### config.mk
export PLATFORM = sky130hd
export DESIGN_NAME = eamc_top
export DESIGN_NICKNAME = d
export VERILOG_FILES = /design/src/rtl/eamc_phase_cond.v /design/src/rtl/eamc_top.v
export VERILOG_INCLUDE_DIRS = /design/src /design/src/shared
export SDC_FILE = /design/constraint.sdc
export NUM_CORES = 1
export LEC_CHECK = 0
export ABC_AREA = 1
export BUFFER_PORTS_ARGS = -buffer_cell sky130_fd_sc_hd__buf_4
export CAP_MARGIN = 10
export CORE_AREA = 2 2 323 325
export CTS_CLUSTER_SIZE = 8
export DETAILED_ROUTE_END_ITERATION = 12
export DIE_AREA = 0 0 325 327
export HOLD_SLACK_MARGIN = 0.1
export SETUP_SLACK_MARGIN = 0.02
export SYNTH_ARGS = -nofsm -noshare
export SYNTH_HDL_FRONTEND = slang
export SYNTH_SLANG_ARGS = --single-unit
### constraint.sdc
create_clock -name CLK_I -period 2.7 [get_ports CLK_I]
set_input_delay 0.135 -clock CLK_I [delete_from_list [all_inputs] [get_ports CLK_I]]
set_output_delay 0.135 -clock CLK_I [all_outputs]
set_load 0.05 [all_outputs]
### src/shared/eamc_defs.vh
// Constants for the energy accumulation mode control block
`ifndef EAMC_DEFS_VH
`define EAMC_DEFS_VH

// ----------------------------------------------------------------
// Register indices and byte addresses
// ----------------------------------------------------------------
`define EAMC_IDX_ACCUMULATION_MODE_CONFIG_CFG   16'he701
`define EAMC_ADDR_ACCUMULATION_MODE_CONFIG_CFG  8'h04
`define EAMC_ADDR_STATUS       8'h08
`define EAMC_ADDR_MASK         8'h0c
`define EAMC_ADDR_PHASE_B_SEL  8'h10

// ----------------------------------------------------------------
// Field positions and reset values
// ----------------------------------------------------------------
`define EAMC_CFG_ACT_LSB       0
`define EAMC_CFG_REACT_LSB     2
`define EAMC_CFG_WIRE_LSB      4
`define EAMC_CFG_REVSEL_BIT    6
`define EAMC_CFG_RSVD_BIT      7
`define EAMC_CFG_RESET         8'h80
`define EAMC_ST_REV_A_BIT      6
`define EAMC_ST_REV_B_BIT      7
`define EAMC_ST_REV_C_BIT      8
`define EAMC_ST_WIDTH          9
`define EAMC_ST_MASK           9'h1c0

// ----------------------------------------------------------------
// Mode codes and data widths
// ----------------------------------------------------------------
`define EAMC_ACT_SIGNED        2'h0
`define EAMC_ACT_POSONLY       2'h1
`define EAMC_ACT_RSVD          2'h2
`define EAMC_ACT_ABS           2'h3
`define EAMC_REACT_SIGNED      2'h0
`define EAMC_REACT_RSVD        2'h1
`define EAMC_REACT_BYSIGN      2'h2
`define EAMC_REACT_ABS         2'h3
`define EAMC_WIRE_4W3V         2'h0
`define EAMC_WIRE_3WDELTA      2'h1
`define EAMC_WIRE_4W2V         2'h2
`define EAMC_WIRE_4WDELTA      2'h3
`define EAMC_DW                24

`endif

### src/rtl/eamc_phase_cond.v
// One phase of power sign conditioning for energy and pulse paths
`timescale 1ns/1ps
`default_nettype none
`include "eamc_defs.vh"

module eamc_phase_cond (
	input  wire                    clk_i,
	input  wire                    arst_n_i,
	input  wire                    valid_i,
	input  wire [1:0]              act_mode_i,
	input  wire [1:0]              react_mode_i,
	input  wire                    rev_sel_i,
	input  wire [`EAMC_DW-1:0]     tot_act_i,
	input  wire [`EAMC_DW-1:0]     fund_act_i,
	input  wire [`EAMC_DW-1:0]     fund_react_i,
	output reg  [`EAMC_DW-1:0]     tot_act_energy_o,
	output reg  [`EAMC_DW-1:0]     fund_act_energy_o,
	output reg  [`EAMC_DW-1:0]     fund_react_energy_o,
	output reg  [`EAMC_DW-1:0]     tot_act_pulse_o,
	output reg  [`EAMC_DW-1:0]     fund_act_pulse_o,
	output reg  [`EAMC_DW-1:0]     fund_react_pulse_o,
	output reg                     valid_o,
	output reg                     reverse_o
);

	// ----------------------------------------------------------------
	// Helpers
	// ----------------------------------------------------------------
	// Two's complement negate; most negative value saturates to max
	function [`EAMC_DW-1:0] neg;
		input [`EAMC_DW-1:0] v;
		begin
			if (v == {1'b1, {(`EAMC_DW-1){1'b0}}}) begin
				neg = {1'b0, {(`EAMC_DW-1){1'b1}}};
			end else begin
				neg = ~v + {{(`EAMC_DW-1){1'b0}}, 1'b1};
			end
		end
	endfunction

	// Active power for the energy registers
	function [`EAMC_DW-1:0] act_energy;
		input [1:0]          mode;
		input [`EAMC_DW-1:0] p;
		begin
			if (mode == `EAMC_ACT_POSONLY) begin
				act_energy = p[`EAMC_DW-1] ? {`EAMC_DW{1'b0}} : p;
			end else if (mode == `EAMC_ACT_ABS) begin
				act_energy = p[`EAMC_DW-1] ? neg(p) : p;
			end else begin
				act_energy = p;
			end
		end
	endfunction

	// Active power for the pulse path: positive-only still pulses signed
	function [`EAMC_DW-1:0] act_pulse;
		input [1:0]          mode;
		input [`EAMC_DW-1:0] p;
		begin
			if (mode == `EAMC_ACT_ABS) begin
				act_pulse = p[`EAMC_DW-1] ? neg(p) : p;
			end else begin
				act_pulse = p;
			end
		end
	endfunction

	// ----------------------------------------------------------------
	// Reactive conditioning, same for energy and pulse paths
	// ----------------------------------------------------------------
	reg [`EAMC_DW-1:0] react_c;
	always @* begin
		case (react_mode_i)
			`EAMC_REACT_BYSIGN: react_c = fund_act_i[`EAMC_DW-1] ?
				neg(fund_react_i) : fund_react_i;
			`EAMC_REACT_ABS: react_c = fund_react_i[`EAMC_DW-1] ?
				neg(fund_react_i) : fund_react_i;
			default: react_c = fund_react_i;
		endcase
	end

	// Registered per-phase update, using only this phase's samples
	always @(posedge clk_i or negedge arst_n_i) begin
		if (!arst_n_i) begin
			tot_act_energy_o    <= {`EAMC_DW{1'b0}};
			fund_act_energy_o   <= {`EAMC_DW{1'b0}};
			fund_react_energy_o <= {`EAMC_DW{1'b0}};
			tot_act_pulse_o     <= {`EAMC_DW{1'b0}};
			fund_act_pulse_o    <= {`EAMC_DW{1'b0}};
			fund_react_pulse_o  <= {`EAMC_DW{1'b0}};
			valid_o             <= 1'b0;
			reverse_o           <= 1'b0;
		end else begin
			valid_o <= valid_i;
			if (valid_i) begin
				tot_act_energy_o    <= act_energy(act_mode_i, tot_act_i);
				fund_act_energy_o   <= act_energy(act_mode_i, fund_act_i);
				fund_react_energy_o <= react_c;
				tot_act_pulse_o     <= act_pulse(act_mode_i, tot_act_i);
				fund_act_pulse_o    <= act_pulse(act_mode_i, fund_act_i);
				fund_react_pulse_o  <= react_c;
				reverse_o <= rev_sel_i ? fund_act_i[`EAMC_DW-1] :
					tot_act_i[`EAMC_DW-1];
			end else begin
				reverse_o <= 1'b0;
			end
		end
	end

endmodule // eamc_phase_cond

`default_nettype wire

### src/rtl/eamc_top.v
// Energy accumulation mode control with Wishbone registers and interrupt
//
// Chosen here: register access over Wishbone.
`timescale 1ns/1ps
`default_nettype none
`include "eamc_defs.vh"

module eamc_top (
	input  wire                     CLK_I,
	input  wire                     ARST_N_I,
	input  wire                     WB_CYC_I,
	input  wire                     WB_STB_I,
	input  wire                     WB_WE_I,
	input  wire [7:0]               WB_ADR_I,
	input  wire [3:0]               WB_SEL_I,
	input  wire [31:0]              WB_DAT_I,
	output reg  [31:0]              WB_DAT_O,
	output reg                      WB_ACK_O,
	output reg                      WB_ERR_O,
	output reg                      IRQ_O,
	input  wire                     SAMPLE_VALID_I,
	input  wire [3*`EAMC_DW-1:0]    VOLT_I,
	input  wire [3*`EAMC_DW-1:0]    TOT_ACT_I,
	input  wire [3*`EAMC_DW-1:0]    FUND_ACT_I,
	input  wire [3*`EAMC_DW-1:0]    FUND_REACT_I,
	output reg  [`EAMC_DW-1:0]      PHASE_B_VOLT_O,
	output reg                      PHASE_B_RMS_DELTA_O,
	output wire [3*`EAMC_DW-1:0]    TOT_ACT_ENERGY_O,
	output wire [3*`EAMC_DW-1:0]    FUND_ACT_ENERGY_O,
	output wire [3*`EAMC_DW-1:0]    FUND_REACT_ENERGY_O,
	output wire [3*`EAMC_DW-1:0]    TOT_ACT_PULSE_O,
	output wire [3*`EAMC_DW-1:0]    FUND_ACT_PULSE_O,
	output wire [3*`EAMC_DW-1:0]    FUND_REACT_PULSE_O,
	output wire [2:0]               UPDATE_VALID_O
);

	// ----------------------------------------------------------------
	// Register state
	// ----------------------------------------------------------------
	reg  [7:0]                 accumulation_mode_config;
	reg  [`EAMC_ST_WIDTH-1:0]  primary_status_register;
	reg  [`EAMC_ST_WIDTH-1:0]  irq_mask;
	reg  [`EAMC_ST_WIDTH-1:0]  next_status;
	wire [2:0]                 rev_event;
	wire                       wb_req;
	wire                       wb_wr;
	reg                        addr_ok;
	reg  [31:0]                rd_mux;

	wire [1:0] active_accum_mode           = accumulation_mode_config[1:0];
	wire [1:0] reactive_accum_mode         = accumulation_mode_config[3:2];
	wire [1:0] wiring_config_select        = accumulation_mode_config[5:4];
	wire       reverse_power_source_select =
		accumulation_mode_config[`EAMC_CFG_REVSEL_BIT];

	// New request only while ack and err are low, so each cycle gets one ack or err
	assign wb_req = WB_CYC_I & WB_STB_I & ~WB_ACK_O & ~WB_ERR_O;
	assign wb_wr  = wb_req & WB_WE_I & addr_ok;

	// ----------------------------------------------------------------
	// Address decode and read mux
	// ----------------------------------------------------------------
	always @* begin
		addr_ok = 1'b1;
		rd_mux  = 32'h0000_0000;
		if (WB_ADR_I == `EAMC_ADDR_ACCUMULATION_MODE_CONFIG_CFG) begin
			rd_mux = {24'h00_0000, accumulation_mode_config};
		end else if (WB_ADR_I == `EAMC_ADDR_STATUS) begin
			rd_mux = {23'h00_0000, primary_status_register};
		end else if (WB_ADR_I == `EAMC_ADDR_MASK) begin
			rd_mux = {23'h00_0000, irq_mask};
		end else if (WB_ADR_I == `EAMC_ADDR_PHASE_B_SEL) begin
			rd_mux = {24'h00_0000, PHASE_B_VOLT_O[`EAMC_DW-1:`EAMC_DW-8]};
		end else begin
			addr_ok = 1'b0;
		end
	end

	// ----------------------------------------------------------------
	// Bus handshake, one wait-free ack cycle after the request edge
	// ----------------------------------------------------------------
	always @(posedge CLK_I or negedge ARST_N_I) begin
		if (!ARST_N_I) begin
			WB_ACK_O <= 1'b0;
			WB_ERR_O <= 1'b0;
			WB_DAT_O <= 32'h0000_0000;
		end else begin
			WB_ACK_O <= wb_req & addr_ok;
			WB_ERR_O <= wb_req & ~addr_ok;
			if (wb_req & ~WB_WE_I & addr_ok) begin
				WB_DAT_O <= rd_mux;
			end
		end
	end

	// ----------------------------------------------------------------
	// Configuration register; bit 7 is stored but steers nothing
	// ----------------------------------------------------------------
	always @(posedge CLK_I or negedge ARST_N_I) begin
		if (!ARST_N_I) begin
			accumulation_mode_config <= `EAMC_CFG_RESET;
		end else if (wb_wr && WB_ADR_I == `EAMC_ADDR_ACCUMULATION_MODE_CONFIG_CFG && WB_SEL_I[0]) begin
			accumulation_mode_config <= WB_DAT_I[7:0];
		end
	end

	// Mask register, same layout as status
	always @(posedge CLK_I or negedge ARST_N_I) begin
		if (!ARST_N_I) begin
			irq_mask <= {`EAMC_ST_WIDTH{1'b0}};
		end else if (wb_wr && WB_ADR_I == `EAMC_ADDR_MASK) begin
			if (WB_SEL_I[0]) begin
				irq_mask[7:0] <= WB_DAT_I[7:0];
			end
			if (WB_SEL_I[1]) begin
				irq_mask[8] <= WB_DAT_I[8];
			end
		end
	end

	// ----------------------------------------------------------------
	// Sticky reverse flags: write one clears, a new event wins
	// ----------------------------------------------------------------
	always @* begin
		next_status = primary_status_register;
		if (wb_wr && WB_ADR_I == `EAMC_ADDR_STATUS) begin
			if (WB_SEL_I[0]) begin
				next_status[7:0] = next_status[7:0] & ~WB_DAT_I[7:0];
			end
			if (WB_SEL_I[1]) begin
				next_status[8] = next_status[8] & ~WB_DAT_I[8];
			end
		end
		next_status[`EAMC_ST_REV_A_BIT] = next_status[`EAMC_ST_REV_A_BIT] | rev_event[0];
		next_status[`EAMC_ST_REV_B_BIT] = next_status[`EAMC_ST_REV_B_BIT] | rev_event[1];
		next_status[`EAMC_ST_REV_C_BIT] = next_status[`EAMC_ST_REV_C_BIT] | rev_event[2];
		next_status = next_status & `EAMC_ST_MASK;
	end

	always @(posedge CLK_I or negedge ARST_N_I) begin
		if (!ARST_N_I) begin
			primary_status_register <= {`EAMC_ST_WIDTH{1'b0}};
			IRQ_O                   <= 1'b0;
		end else begin
			primary_status_register <= next_status;
			IRQ_O                   <= |(next_status & irq_mask);
		end
	end

	// ----------------------------------------------------------------
	// Phase B voltage synthesis from the wiring selection
	// ----------------------------------------------------------------
	wire [`EAMC_DW-1:0] volt_a = VOLT_I[`EAMC_DW-1:0];
	wire [`EAMC_DW-1:0] volt_b = VOLT_I[2*`EAMC_DW-1:`EAMC_DW];
	wire [`EAMC_DW-1:0] volt_c = VOLT_I[3*`EAMC_DW-1:2*`EAMC_DW];
	reg  [`EAMC_DW-1:0] next_phase_b_volt;

	// Wraps on overflow; front end headroom keeps sums in range
	always @* begin
		case (wiring_config_select)
			`EAMC_WIRE_3WDELTA: next_phase_b_volt = volt_a - volt_c;
			`EAMC_WIRE_4W2V: next_phase_b_volt = ~volt_a + {{(`EAMC_DW-1){1'b0}}, 1'b1}
				- volt_c;
			`EAMC_WIRE_4WDELTA: next_phase_b_volt = ~volt_a +
				{{(`EAMC_DW-1){1'b0}}, 1'b1};
			default: next_phase_b_volt = volt_b;
		endcase
	end

	// Phases A and C always use their own voltage, so only B is offered
	always @(posedge CLK_I or negedge ARST_N_I) begin
		if (!ARST_N_I) begin
			PHASE_B_VOLT_O      <= {`EAMC_DW{1'b0}};
			PHASE_B_RMS_DELTA_O <= 1'b0;
		end else begin
			PHASE_B_VOLT_O      <= next_phase_b_volt;
			PHASE_B_RMS_DELTA_O <= (wiring_config_select == `EAMC_WIRE_3WDELTA);
		end
	end

	// ----------------------------------------------------------------
	// Per-phase sign conditioning
	// ----------------------------------------------------------------
	genvar ph;
	generate
		for (ph = 0; ph < 3; ph = ph + 1) begin : g_phase
			eamc_phase_cond u_cond (
				.clk_i               (CLK_I),
				.arst_n_i            (ARST_N_I),
				.valid_i             (SAMPLE_VALID_I),
				.act_mode_i          (active_accum_mode),
				.react_mode_i        (reactive_accum_mode),
				.rev_sel_i           (reverse_power_source_select),
				.tot_act_i           (TOT_ACT_I[ph*`EAMC_DW +: `EAMC_DW]),
				.fund_act_i          (FUND_ACT_I[ph*`EAMC_DW +: `EAMC_DW]),
				.fund_react_i        (FUND_REACT_I[ph*`EAMC_DW +: `EAMC_DW]),
				.tot_act_energy_o    (TOT_ACT_ENERGY_O[ph*`EAMC_DW +: `EAMC_DW]),
				.fund_act_energy_o   (FUND_ACT_ENERGY_O[ph*`EAMC_DW +: `EAMC_DW]),
				.fund_react_energy_o (FUND_REACT_ENERGY_O[ph*`EAMC_DW +: `EAMC_DW]),
				.tot_act_pulse_o     (TOT_ACT_PULSE_O[ph*`EAMC_DW +: `EAMC_DW]),
				.fund_act_pulse_o    (FUND_ACT_PULSE_O[ph*`EAMC_DW +: `EAMC_DW]),
				.fund_react_pulse_o  (FUND_REACT_PULSE_O[ph*`EAMC_DW +: `EAMC_DW]),
				.valid_o             (UPDATE_VALID_O[ph]),
				.reverse_o           (rev_event[ph])
			);
		end
	endgenerate

endmodule // eamc_top

`default_nettype wire

==> results of run 1 <==
[routing by layer]
metal | GRT usage (%) | vias up | wire length [microns]
li1 | - | 16200 | -
met1 | 30.7 | 16100 | 55400
met2 | 40.3 | 1362 | 62900
met3 | 5.84 | 255 | 10400
met4 | 8.45 | 10 | 5100
met5 | 0 | - | 68
[layout make-up]
class                   count  area share, %
diodes                      5         0.0293
clock buffers              84           4.17
clock inverters            10          0.331
inverters                 415           3.67
multi-input cells        3150           37.4
flip-flops and latches    421           24.6
well taps                1380           4.04
repair buffers           1324           25.7
[cell usage after synthesis, types with 19 or more instances]
cell / count / area (sq um)
sky130_fd_sc_hd__inv_2: 19 / 71.3
sky130_fd_sc_hd__a21oi_1: 339 / 1700
sky130_fd_sc_hd__xor2_1: 72 / 631
sky130_fd_sc_hd__nand3_1: 423 / 2120
sky130_fd_sc_hd__buf_2: 43 / 215
sky130_fd_sc_hd__nand2_1: 1069 / 4010
sky130_fd_sc_hd__o211ai_1: 82 / 616
sky130_fd_sc_hd__nor2_1: 380 / 1430
sky130_fd_sc_hd__nor4_1: 29 / 181
sky130_fd_sc_hd__ha_1: 37 / 463
sky130_fd_sc_hd__dfrtp_1: 420 / 10500
sky130_fd_sc_hd__a31oi_1: 29 / 181
sky130_fd_sc_hd__o21ai_0: 273 / 1370
sky130_fd_sc_hd__nand3_2: 28 / 280
sky130_fd_sc_hd__buf_4: 102 / 766
sky130_fd_sc_hd__o21ai_1: 38 / 190
sky130_fd_sc_hd__xnor2_1: 20 / 175
sky130_fd_sc_hd__or2_2: 74 / 463
sky130_fd_sc_hd__nand4_1: 58 / 363
sky130_fd_sc_hd__inv_1: 394 / 1480
sky130_fd_sc_hd__a22oi_1: 22 / 165
sky130_fd_sc_hd__clkbuf_1: 143 / 537
sky130_fd_sc_hd__nor3_1: 36 / 180
[metrics by stage]
step                hold slack, ns  worst slack (ns)  instances  utilization [%]
floorplan                   -0.161            0.0308       4300                -
global placement             0.155            -0.363       6350             36.0
detailed placement           0.156            -0.353       6350             36.0
CTS                          0.103            0.0278       6770             41.1
global route                 0.157            -0.113       6788             41.5
finish                       0.128            0.0788       6789             41.5
[what timing repair did]
| action | CTS | global route |
|---|---|---|
| hold buffers | 325 | 0 |
| endpoints found under the setup margin | 18 | 30 |
| resized for setup | 20 | 113 |
| pin swaps | 4 | 41 |
| cloned | 0 | 2 |
| hold endpoints to repair | 809 | 0 |
| setup buffers | 1 | 12 |
[registers in the layout, summed over array words and instances, names as in the netlist, 8 cells and up]
name and flops:
g_phase.u_cond.fund_act_energy_o 72, g_phase.u_cond.fund_act_pulse_o 72, g_phase.u_cond.fund_react_energy_o 72, g_phase.u_cond.tot_act_energy_o 72, g_phase.u_cond.tot_act_pulse_o 72, PHASE_B_VOLT_O 24
WB_DAT_O 9, irq_mask 9, accumulation_mode_config 8
[worst paths after layout]
path,cells after the start,end
worst max-delay path,14,PHASE_B_VOLT_O[19]
worst min-delay path,5,PHASE_B_VOLT_O[20]
worst max register to register,14,PHASE_B_VOLT_O[19]
worst min register to register,1,primary_status_register[6]
max in group asynchronous,4,g_phase[0].u_cond.tot_act_energy_o[12]
min in group asynchronous,3,g_phase[0].u_cond.tot_act_pulse_o[9]
[tightest hold or removal path, stage by stage]
cell                      delay [ns]
sky130_fd_sc_hd__buf_4          0.08
sky130_fd_sc_hd__buf_4          0.13
sky130_fd_sc_hd__o21ai_0        0.11
sky130_fd_sc_hd__nand3_1        0.15
sky130_fd_sc_hd__a31oi_1        0.10
[power breakdown]
group	internal (uW)	total, uW	switching (uW)
logic	2190	6730	4540
registers	6830	7240	416
clock network	4800	8040	3250
[kinds of logic after synthesis]
group	synth area share, %
compound gates	15.4
xor+xnor	2.75
fa+ha+maj	1.65
buf+inv	11.2
flops	35.9
other cells	0.0128
simple gates	33.1
==> summary by stage, run 1 <==
Logic synthesis
In this run, distinct cell masters in the synthesized netlist total 52. The flop and latch count out of synthesis is 421. The mapped cell area is 29300 sq um. The number of flops mapped to enable cells by yosys is 0. Summing the sequential cell areas from Yosys gives 35.9% of the chip area. The per-instance average area after synthesis is 6.86 sq um. The synthesized instance count is 4278. The fraction of registers with async set/reset is 100%. During synthesis, Yosys emitted a total of 0 warnings.

The predominant post-synthesis flop cell is sky130_fd_sc_hd__dfrtp_1.

Drt
After the first detailed-routing iteration, the DRC count stood at 2861. The detailed-route DRC error count is 0. The count of vias placed by the detailed router is 33800. After detailed routing, the number of vias per cell comes to 4.98. The wire length per cell is 19.7 microns. The first detailed-routing pass ran for 6 iterations.

Summed over all layers, the routed wires come to 134000 microns. The remaining antenna violation count is 0.

Worst setup path
The kind of cell with the highest combined delay on the critical path is simple AND/OR/NAND/NOR gates. The data required time at the worst endpoint is 3.24 ns. The data arrival time of the critical path is 3.16 ns. The largest single stage delay on the critical path is 0.40 ns. The critical setup path kind is reg2reg. The startpoint of the worst register-to-register path is accumulation_mode_config[4].

The critical path's slowest cell is sky130_fd_sc_hd__nor4_2. Traced cell by cell, the critical path runs through inv_2 -> ha_4 -> inv_4 -> buf_12 -> buf_12 -> nand2_1 -> o21ai_2 -> ha_2 -> nand2_2 -> nor4_2 -> nand2_2 -> nand3_1 -> nand3_1 -> a21oi_2. The startpoint of the worst setup timing path is accumulation_mode_config[4]. The biggest fanout along the worst timing path is 9. Across all register-to-register paths, the minimum setup slack is 0.08 ns. The worst setup path is captured at a flip-flop. The critical path contains buffers and inverters numbering 4 combined. The launching element type of the critical path is a flip-flop.

Die
The die area is 106000 sq um. The number of placement rows is 118. The width of the die is 325 microns. In this run the standard cell core region covers 103000 sq um. The starting utilization of the core area is 28.5%. The I/O pin count is 833.

The die height is 327 microns.

GRT
The largest net degree at the start of global routing is 118. The number of global-route vias before repair is 32200. Global routing used 24.2% of the available tracks across all layers. The initial antenna violation count is 10. The wire length of the first global-routing pass is 200000 microns. The overflow left after global routing is 0.

Power and ir drop
In this run the power density over the cells is 515 nW/um^2. The worst-case IR drop observed on VDD is 446 uV. The overall power is 22000 uW. The standby leakage power is 0.0207 uW.

Clock network
The H-tree was split into 3 levels. The source-to-sink clock delay at the later pin of the worst-skew pair is 0.63 ns. The clock slew seen by the registers of the worst setup and hold paths is 0.05 ns. The total CTS buffers is 66. The number of buffers on the longest clock path is 3. The clock root buffer master is sky130_fd_sc_hd__clkbuf_16. The clock tree from TritonCTS is done.

The total number of clock tree sinks is 421.

Placement
The number of port buffers is 784. Detailed placement finished with a half-perimeter wire length of 101000 microns. Routability-driven placement finished with a final weighted congestion of 0.920. The standard cell area after detailed placement is 37100 sq um.

Flow run
Max-cap violations in this run came to 0.

STA
The final hold violation count is 0. The worst path uses 97.1% of the clock period. Headroom to the max-slew limit came out at 18.4%. The total of endpoints with negative setup slack in the final report is 0. Setup repair after global routing could not meet its margin everywhere. The number of slew-limit violations in the final report is 0.

Counting I/O delays and the setup requirement, the final critical path takes 2.62 ns. The post-route clock skew is 0.0211 ns. Timing would allow up to 0.382 GHz. For the pin with the worst max-slew slack, the measured transition is 1.22 ns. The sum of negative setup slack is 0 ns.

Final layout
The area occupied by multi-input gates is 16000 sq um. The finished cells cover 42800 sq um. The number of filler instances in the final layout is 10700. The net count of the finished layout is 5754. The register cell area after layout is 10500 sq um. The share of layout cells above drive strength 1 is 25.4%. Leaving out fill and tap cells, the most frequent cell in the layout is sky130_fd_sc_hd__nand2_1.

The top cell types in the final layout, fill and taps aside, are 1053 x sky130_fd_sc_hd__nand2_1, 979 x sky130_fd_sc_hd__buf_4, 420 x sky130_fd_sc_hd__dfrtp_1. The area growth from synthesis to layout is 45.7%.

Run status
The run finished with clean final reports.

Worst hold path
The worst hold-check path type is in2reg. In this run the most critical hold path is launched from VOLT_I[19].
(Power assumes the default switching activity.)
==> run 2, diff against run 1 <==
Settings changed: CORE_AREA 2 2 323 325 to 2 2 326 328, DIE_AREA 0 0 325 327 to 0 0 328 330, SYNTH_HIERARCHICAL set to 1.
==> summary by stage, run 2 <==
Clock network
Counting along the longest clock path gives a buffer depth of 3. The later pin in the worst-skew pair is clocked with a latency of 0.67 ns. The number of clock buffers added by TritonCTS is 61. CTS placed an instance of sky130_fd_sc_hd__clkbuf_16 at the clock tree root. Clock-pin slew was measured on the worst setup and hold paths at 0.06 ns. The clock tree from TritonCTS is done.

In this run the number of H-tree levels came out at 2. The total number of clock tree sinks is 423.

Worst setup path
The cell depth of the worst flop-to-flop path is 16. The data arrival time of the critical path is 3.20 ns. The endpoint identified for the worst register-to-register timing path is PHASE_B_VOLT_O[19].

The critical path's slowest cell is sky130_fd_sc_hd__dfrtp_1. Walking the worst path, the cells encountered are inv_2 -> ha_4 -> buf_8 -> nand3_2 -> o21ai_2 -> ha_1 -> a21o_1 -> a21boi_2 -> nand2_2 -> a21oi_2 -> inv_1 -> nand2_1 -> nand2_1 -> nand2_1 -> nand3_2 -> a21oi_2. The data required time at the worst endpoint is 3.31 ns. The kind of cell with the highest combined delay on the critical path is compound AO/OA/AOI/OAI gates. The critical setup path kind is reg2reg. The type of element capturing the critical path is a flip-flop. The delay of the slowest critical-path stage is 0.39 ns. The buffering stage count on the worst path with inverters included is 3. In this run the critical register-to-register path is launched from accumulation_mode_config[4]. The biggest fanout along the worst timing path is 8. The setup slack of the worst register-to-register path is 0.11 ns. The most prevalent standard cell on the critical path is sky130_fd_sc_hd__nand2_1. The launching element type of the critical path is a flip-flop.

Final layout
From synthesis to final layout, the design area changed by 46.5%. Cells with a size suffix above 1 make up 26.6% of the layout. After routing the design area is 43800 sq um. Leaving out fill and tap cells, the most frequent cells in the layout are 1172 x sky130_fd_sc_hd__nand2_1, 991 x sky130_fd_sc_hd__buf_4, 485 x sky130_fd_sc_hd__nor2_1.

For this run, the post-layout net count is 5936. The count of placed standard cells in the final layout, fillers left out is 6986. The number of filler instances in the final layout is 10800. The most common cell after layout, fill and taps aside is sky130_fd_sc_hd__nand2_1.

Die
The initial utilization of the core area, before any placement, comes to 28.5%. The number of placement rows is 119. The die height is 330 microns. The I/O pin count is 833. The core outline area is 105000 sq um. The die covers 108000 sq um. The width of the die is 328 microns.

STA
The post-route clock skew is 0.0462 ns. Across all hold checks on the routed design, the worst slack comes to 0.0658 ns. The final hold violation count was 0. The number of slew-limit violations in the final report is 0. The time the final worst path needs with I/O delays and setup is 2.59 ns.

Setup total negative slack on the finished layout was measured at 0 ns. The final critical path takes up 96.0% of the cycle. Setup violations remaining at the end of the flow were counted as 0. Setup slack closes at 0.107 ns. The transition time at the pin with the least slew margin is 0.704 ns. The worst relative slew slack is 53.0%. Static timing analysis puts the maximum clock frequency at 0.386 GHz.

Setup repair after global routing could not meet its margin everywhere.

Logic synthesis
Each instance of the synthesized netlist takes up on average 6.82 sq um. After technology mapping, the gate count stands at 4378. The number of warning messages in the yosys log is 6. The top cell type by total area after synthesis is sky130_fd_sc_hd__dfrtp_1.

By area the synthesized netlist is led by sky130_fd_sc_hd__dfrtp_1 35%, sky130_fd_sc_hd__nand2_1 15%, sky130_fd_sc_hd__nand3_1 6.9%. The commonest cells after synthesis are 1193 x sky130_fd_sc_hd__nand2_1, 502 x sky130_fd_sc_hd__nor2_1, 422 x sky130_fd_sc_hd__dfrtp_1. By instance count, the leading cell after synthesis is sky130_fd_sc_hd__nand2_1. Yosys mapped a number of flops with a built-in enable equal to 0. Synthesis inferred 423 register bits. Sequential cells were found to cover 35.4% of the synthesized design area. Summing every instance area after synthesis gives 29900 sq um. In the synthesized netlist the dominant register cell turns out to be sky130_fd_sc_hd__dfrtp_1.

Counting flops with an async set or reset pin after synthesis yields a share of 100%. The share of synthesized area in the top cell type comes to 35.4%. Counting distinct cell types in the post-synthesis netlist gives 57.

Drt
The count of vias placed by the detailed router is 34500. In this run the remaining antenna-violating nets after routing total 0. In the final routed layout, each cell accounts on average for 19.4 microns.

The routed design has 135000 microns of wire. After the first detailed-routing iteration, the DRC count stood at 2792. The post-detailed-route via-to-cell ratio is 4.94.

For this run, design rule violations remaining after detail routing come to 0. The iteration count of the initial detailed-routing pass is 6.

GRT
The global-route usage over all layers is 23.8%. The number of global-route vias before repair was 32900. Entering global routing, the biggest net connects 89 pins. For this run the aggregate overflow at the end of global routing stands at 0. The first global-routing pass estimated 201000 microns of wire.

The initial antenna violation count is 19.

Placement
The HPWL after detailed placement is 103000 microns. At the end of routability-driven placement, the weighted congestion stood at 0.979. At the placement stage, the worst setup path has a slack of -0.360 ns. The number of port buffers is 784.

After detailed placement, the design holds a cell count of 6504. Summing all placed instances gives a cell area of 37600 sq um.

Flow run
The tool flagged a number of max-cap violations equal to 0.

Worst hold path
The critical hold path startpoint is FUND_REACT_I[49]. The worst hold-check path type is in2reg. The end point of the worst hold path is g_phase[2].u_cond/fund_react_pulse_o[1].

The hold-critical path depth is 7.

Run status
The run finished with clean final reports.

Power and ir drop
VDD sags by at most 654 uV. In this run the static leakage power is 0.0221 uW. The power density over the cells is 518 nW/um^2.
-- run 2: changes by cell type after synthesis, sizes merged, moves of 34 or more --
cell / previous run / this run
o211ai: 82 / 5
or2: 81 / 41
o21ai: 327 / 175
nand2: 1081 / 1212
nor2: 408 / 570
inv: 413 / 447
clkbuf: 144 / 83
a21oi: 339 / 416
-- run 2: cell type report --
cell class                      count  area (sq um)  area share (%)
Antenna cell                       13          32.5          0.0744
Clock buffer                       79          1640            3.76
Clock inverter                      6          80.1           0.183
Inverter                          453          1720            3.92
Multi-Input combinational cell   3269         16700            38.1
Sequential cell                   423         10600            24.2
Tap cell                         1391          1740            3.98
Timing Repair Buffer             1352         11300            25.7
-- run 2: worst register-to-register path, cell delays in order, from the launching register on --
cell,delay (ns)
sky130_fd_sc_hd__dfrtp_1,0.39
sky130_fd_sc_hd__inv_2,0.09
sky130_fd_sc_hd__ha_4,0.26
sky130_fd_sc_hd__buf_8,0.17
sky130_fd_sc_hd__nand3_2,0.08
sky130_fd_sc_hd__o21ai_2,0.07
sky130_fd_sc_hd__ha_1,0.27
sky130_fd_sc_hd__a21o_1,0.22
sky130_fd_sc_hd__a21boi_2,0.15
sky130_fd_sc_hd__nand2_2,0.14
sky130_fd_sc_hd__a21oi_2,0.21
sky130_fd_sc_hd__inv_1,0.06
sky130_fd_sc_hd__nand2_1,0.08
sky130_fd_sc_hd__nand2_1,0.05
sky130_fd_sc_hd__nand2_1,0.07
sky130_fd_sc_hd__nand3_2,0.06
sky130_fd_sc_hd__a21oi_2,0.13
-- run 2: cell families (layout without fill, tap and decap cells) --
kind of cell,Yosys count,after routing,synth area share (%)
AO/OA/AOI/OAI,717,717,13.3
XOR/XNOR,63,63,1.85
adder cells (fa/ha/maj),38,38,1.62
multiplexers,3,3,0.113
AND/OR/NAND/NOR,2424,2425,36.8
other,1,36,0.0126
buffers and inverters,709,1890,10.8
flip-flops,423,423,35.4
-- run 2: repair_timing --
action                                  CTS  global route
endpoints found under the setup margin   16            43
hold endpoints to repair                736             0
pin swaps                                 1            57
hold buffers                            343             0
buffers inserted                          0            39
gates cloned                              0             4
resized for setup                        11           155
-- run 2: how the worst max path moves through the flow --
stage / startpoint / slack [ns] / to / depth (start not counted)
finish: accumulation_mode_config[4] / 0.11 / PHASE_B_VOLT_O[19] / 16
global placement: VOLT_I[0] / -0.37 / PHASE_B_VOLT_O[23] / 21
CTS: accumulation_mode_config[4] / 0.03 / PHASE_B_VOLT_O[23] / 17
global route: VOLT_I[4] / -0.08 / PHASE_B_VOLT_O[18] / 22
floorplan: accumulation_mode_config[4] / 0.06 / PHASE_B_VOLT_O[8] / 14
detailed placement: VOLT_I[0] / -0.36 / PHASE_B_VOLT_O[23] / 21
-- run 2: stage by stage --
| step | total power [uW] | util, % |
|---|---|---|
| 6_report | 22700 | 41.8 |
| 3_3_place_gp | 14800 | 35.9 |
| 3_5_place_dp | 14900 | 35.9 |
| 4_1_cts | 22700 | 40.9 |
| 5_1_grt | 23600 | 41.8 |
| 2_1_floorplan | 12100 | - |
-- run 2: metal layers --
layer	GRT usage [%]	share of wire (%)
met1	30.9	42
met2	38.9	47
met3	4.40	6.9
met4	10.1	4.4
met5	0	0.050
-- run 2: where the power goes --
group	internal [uW]	leakage [uW]	switching, uW
Sequential	6950	0.00491	537
Combinational	2610	0.0163	5300
Clock	4180	0.000836	3110
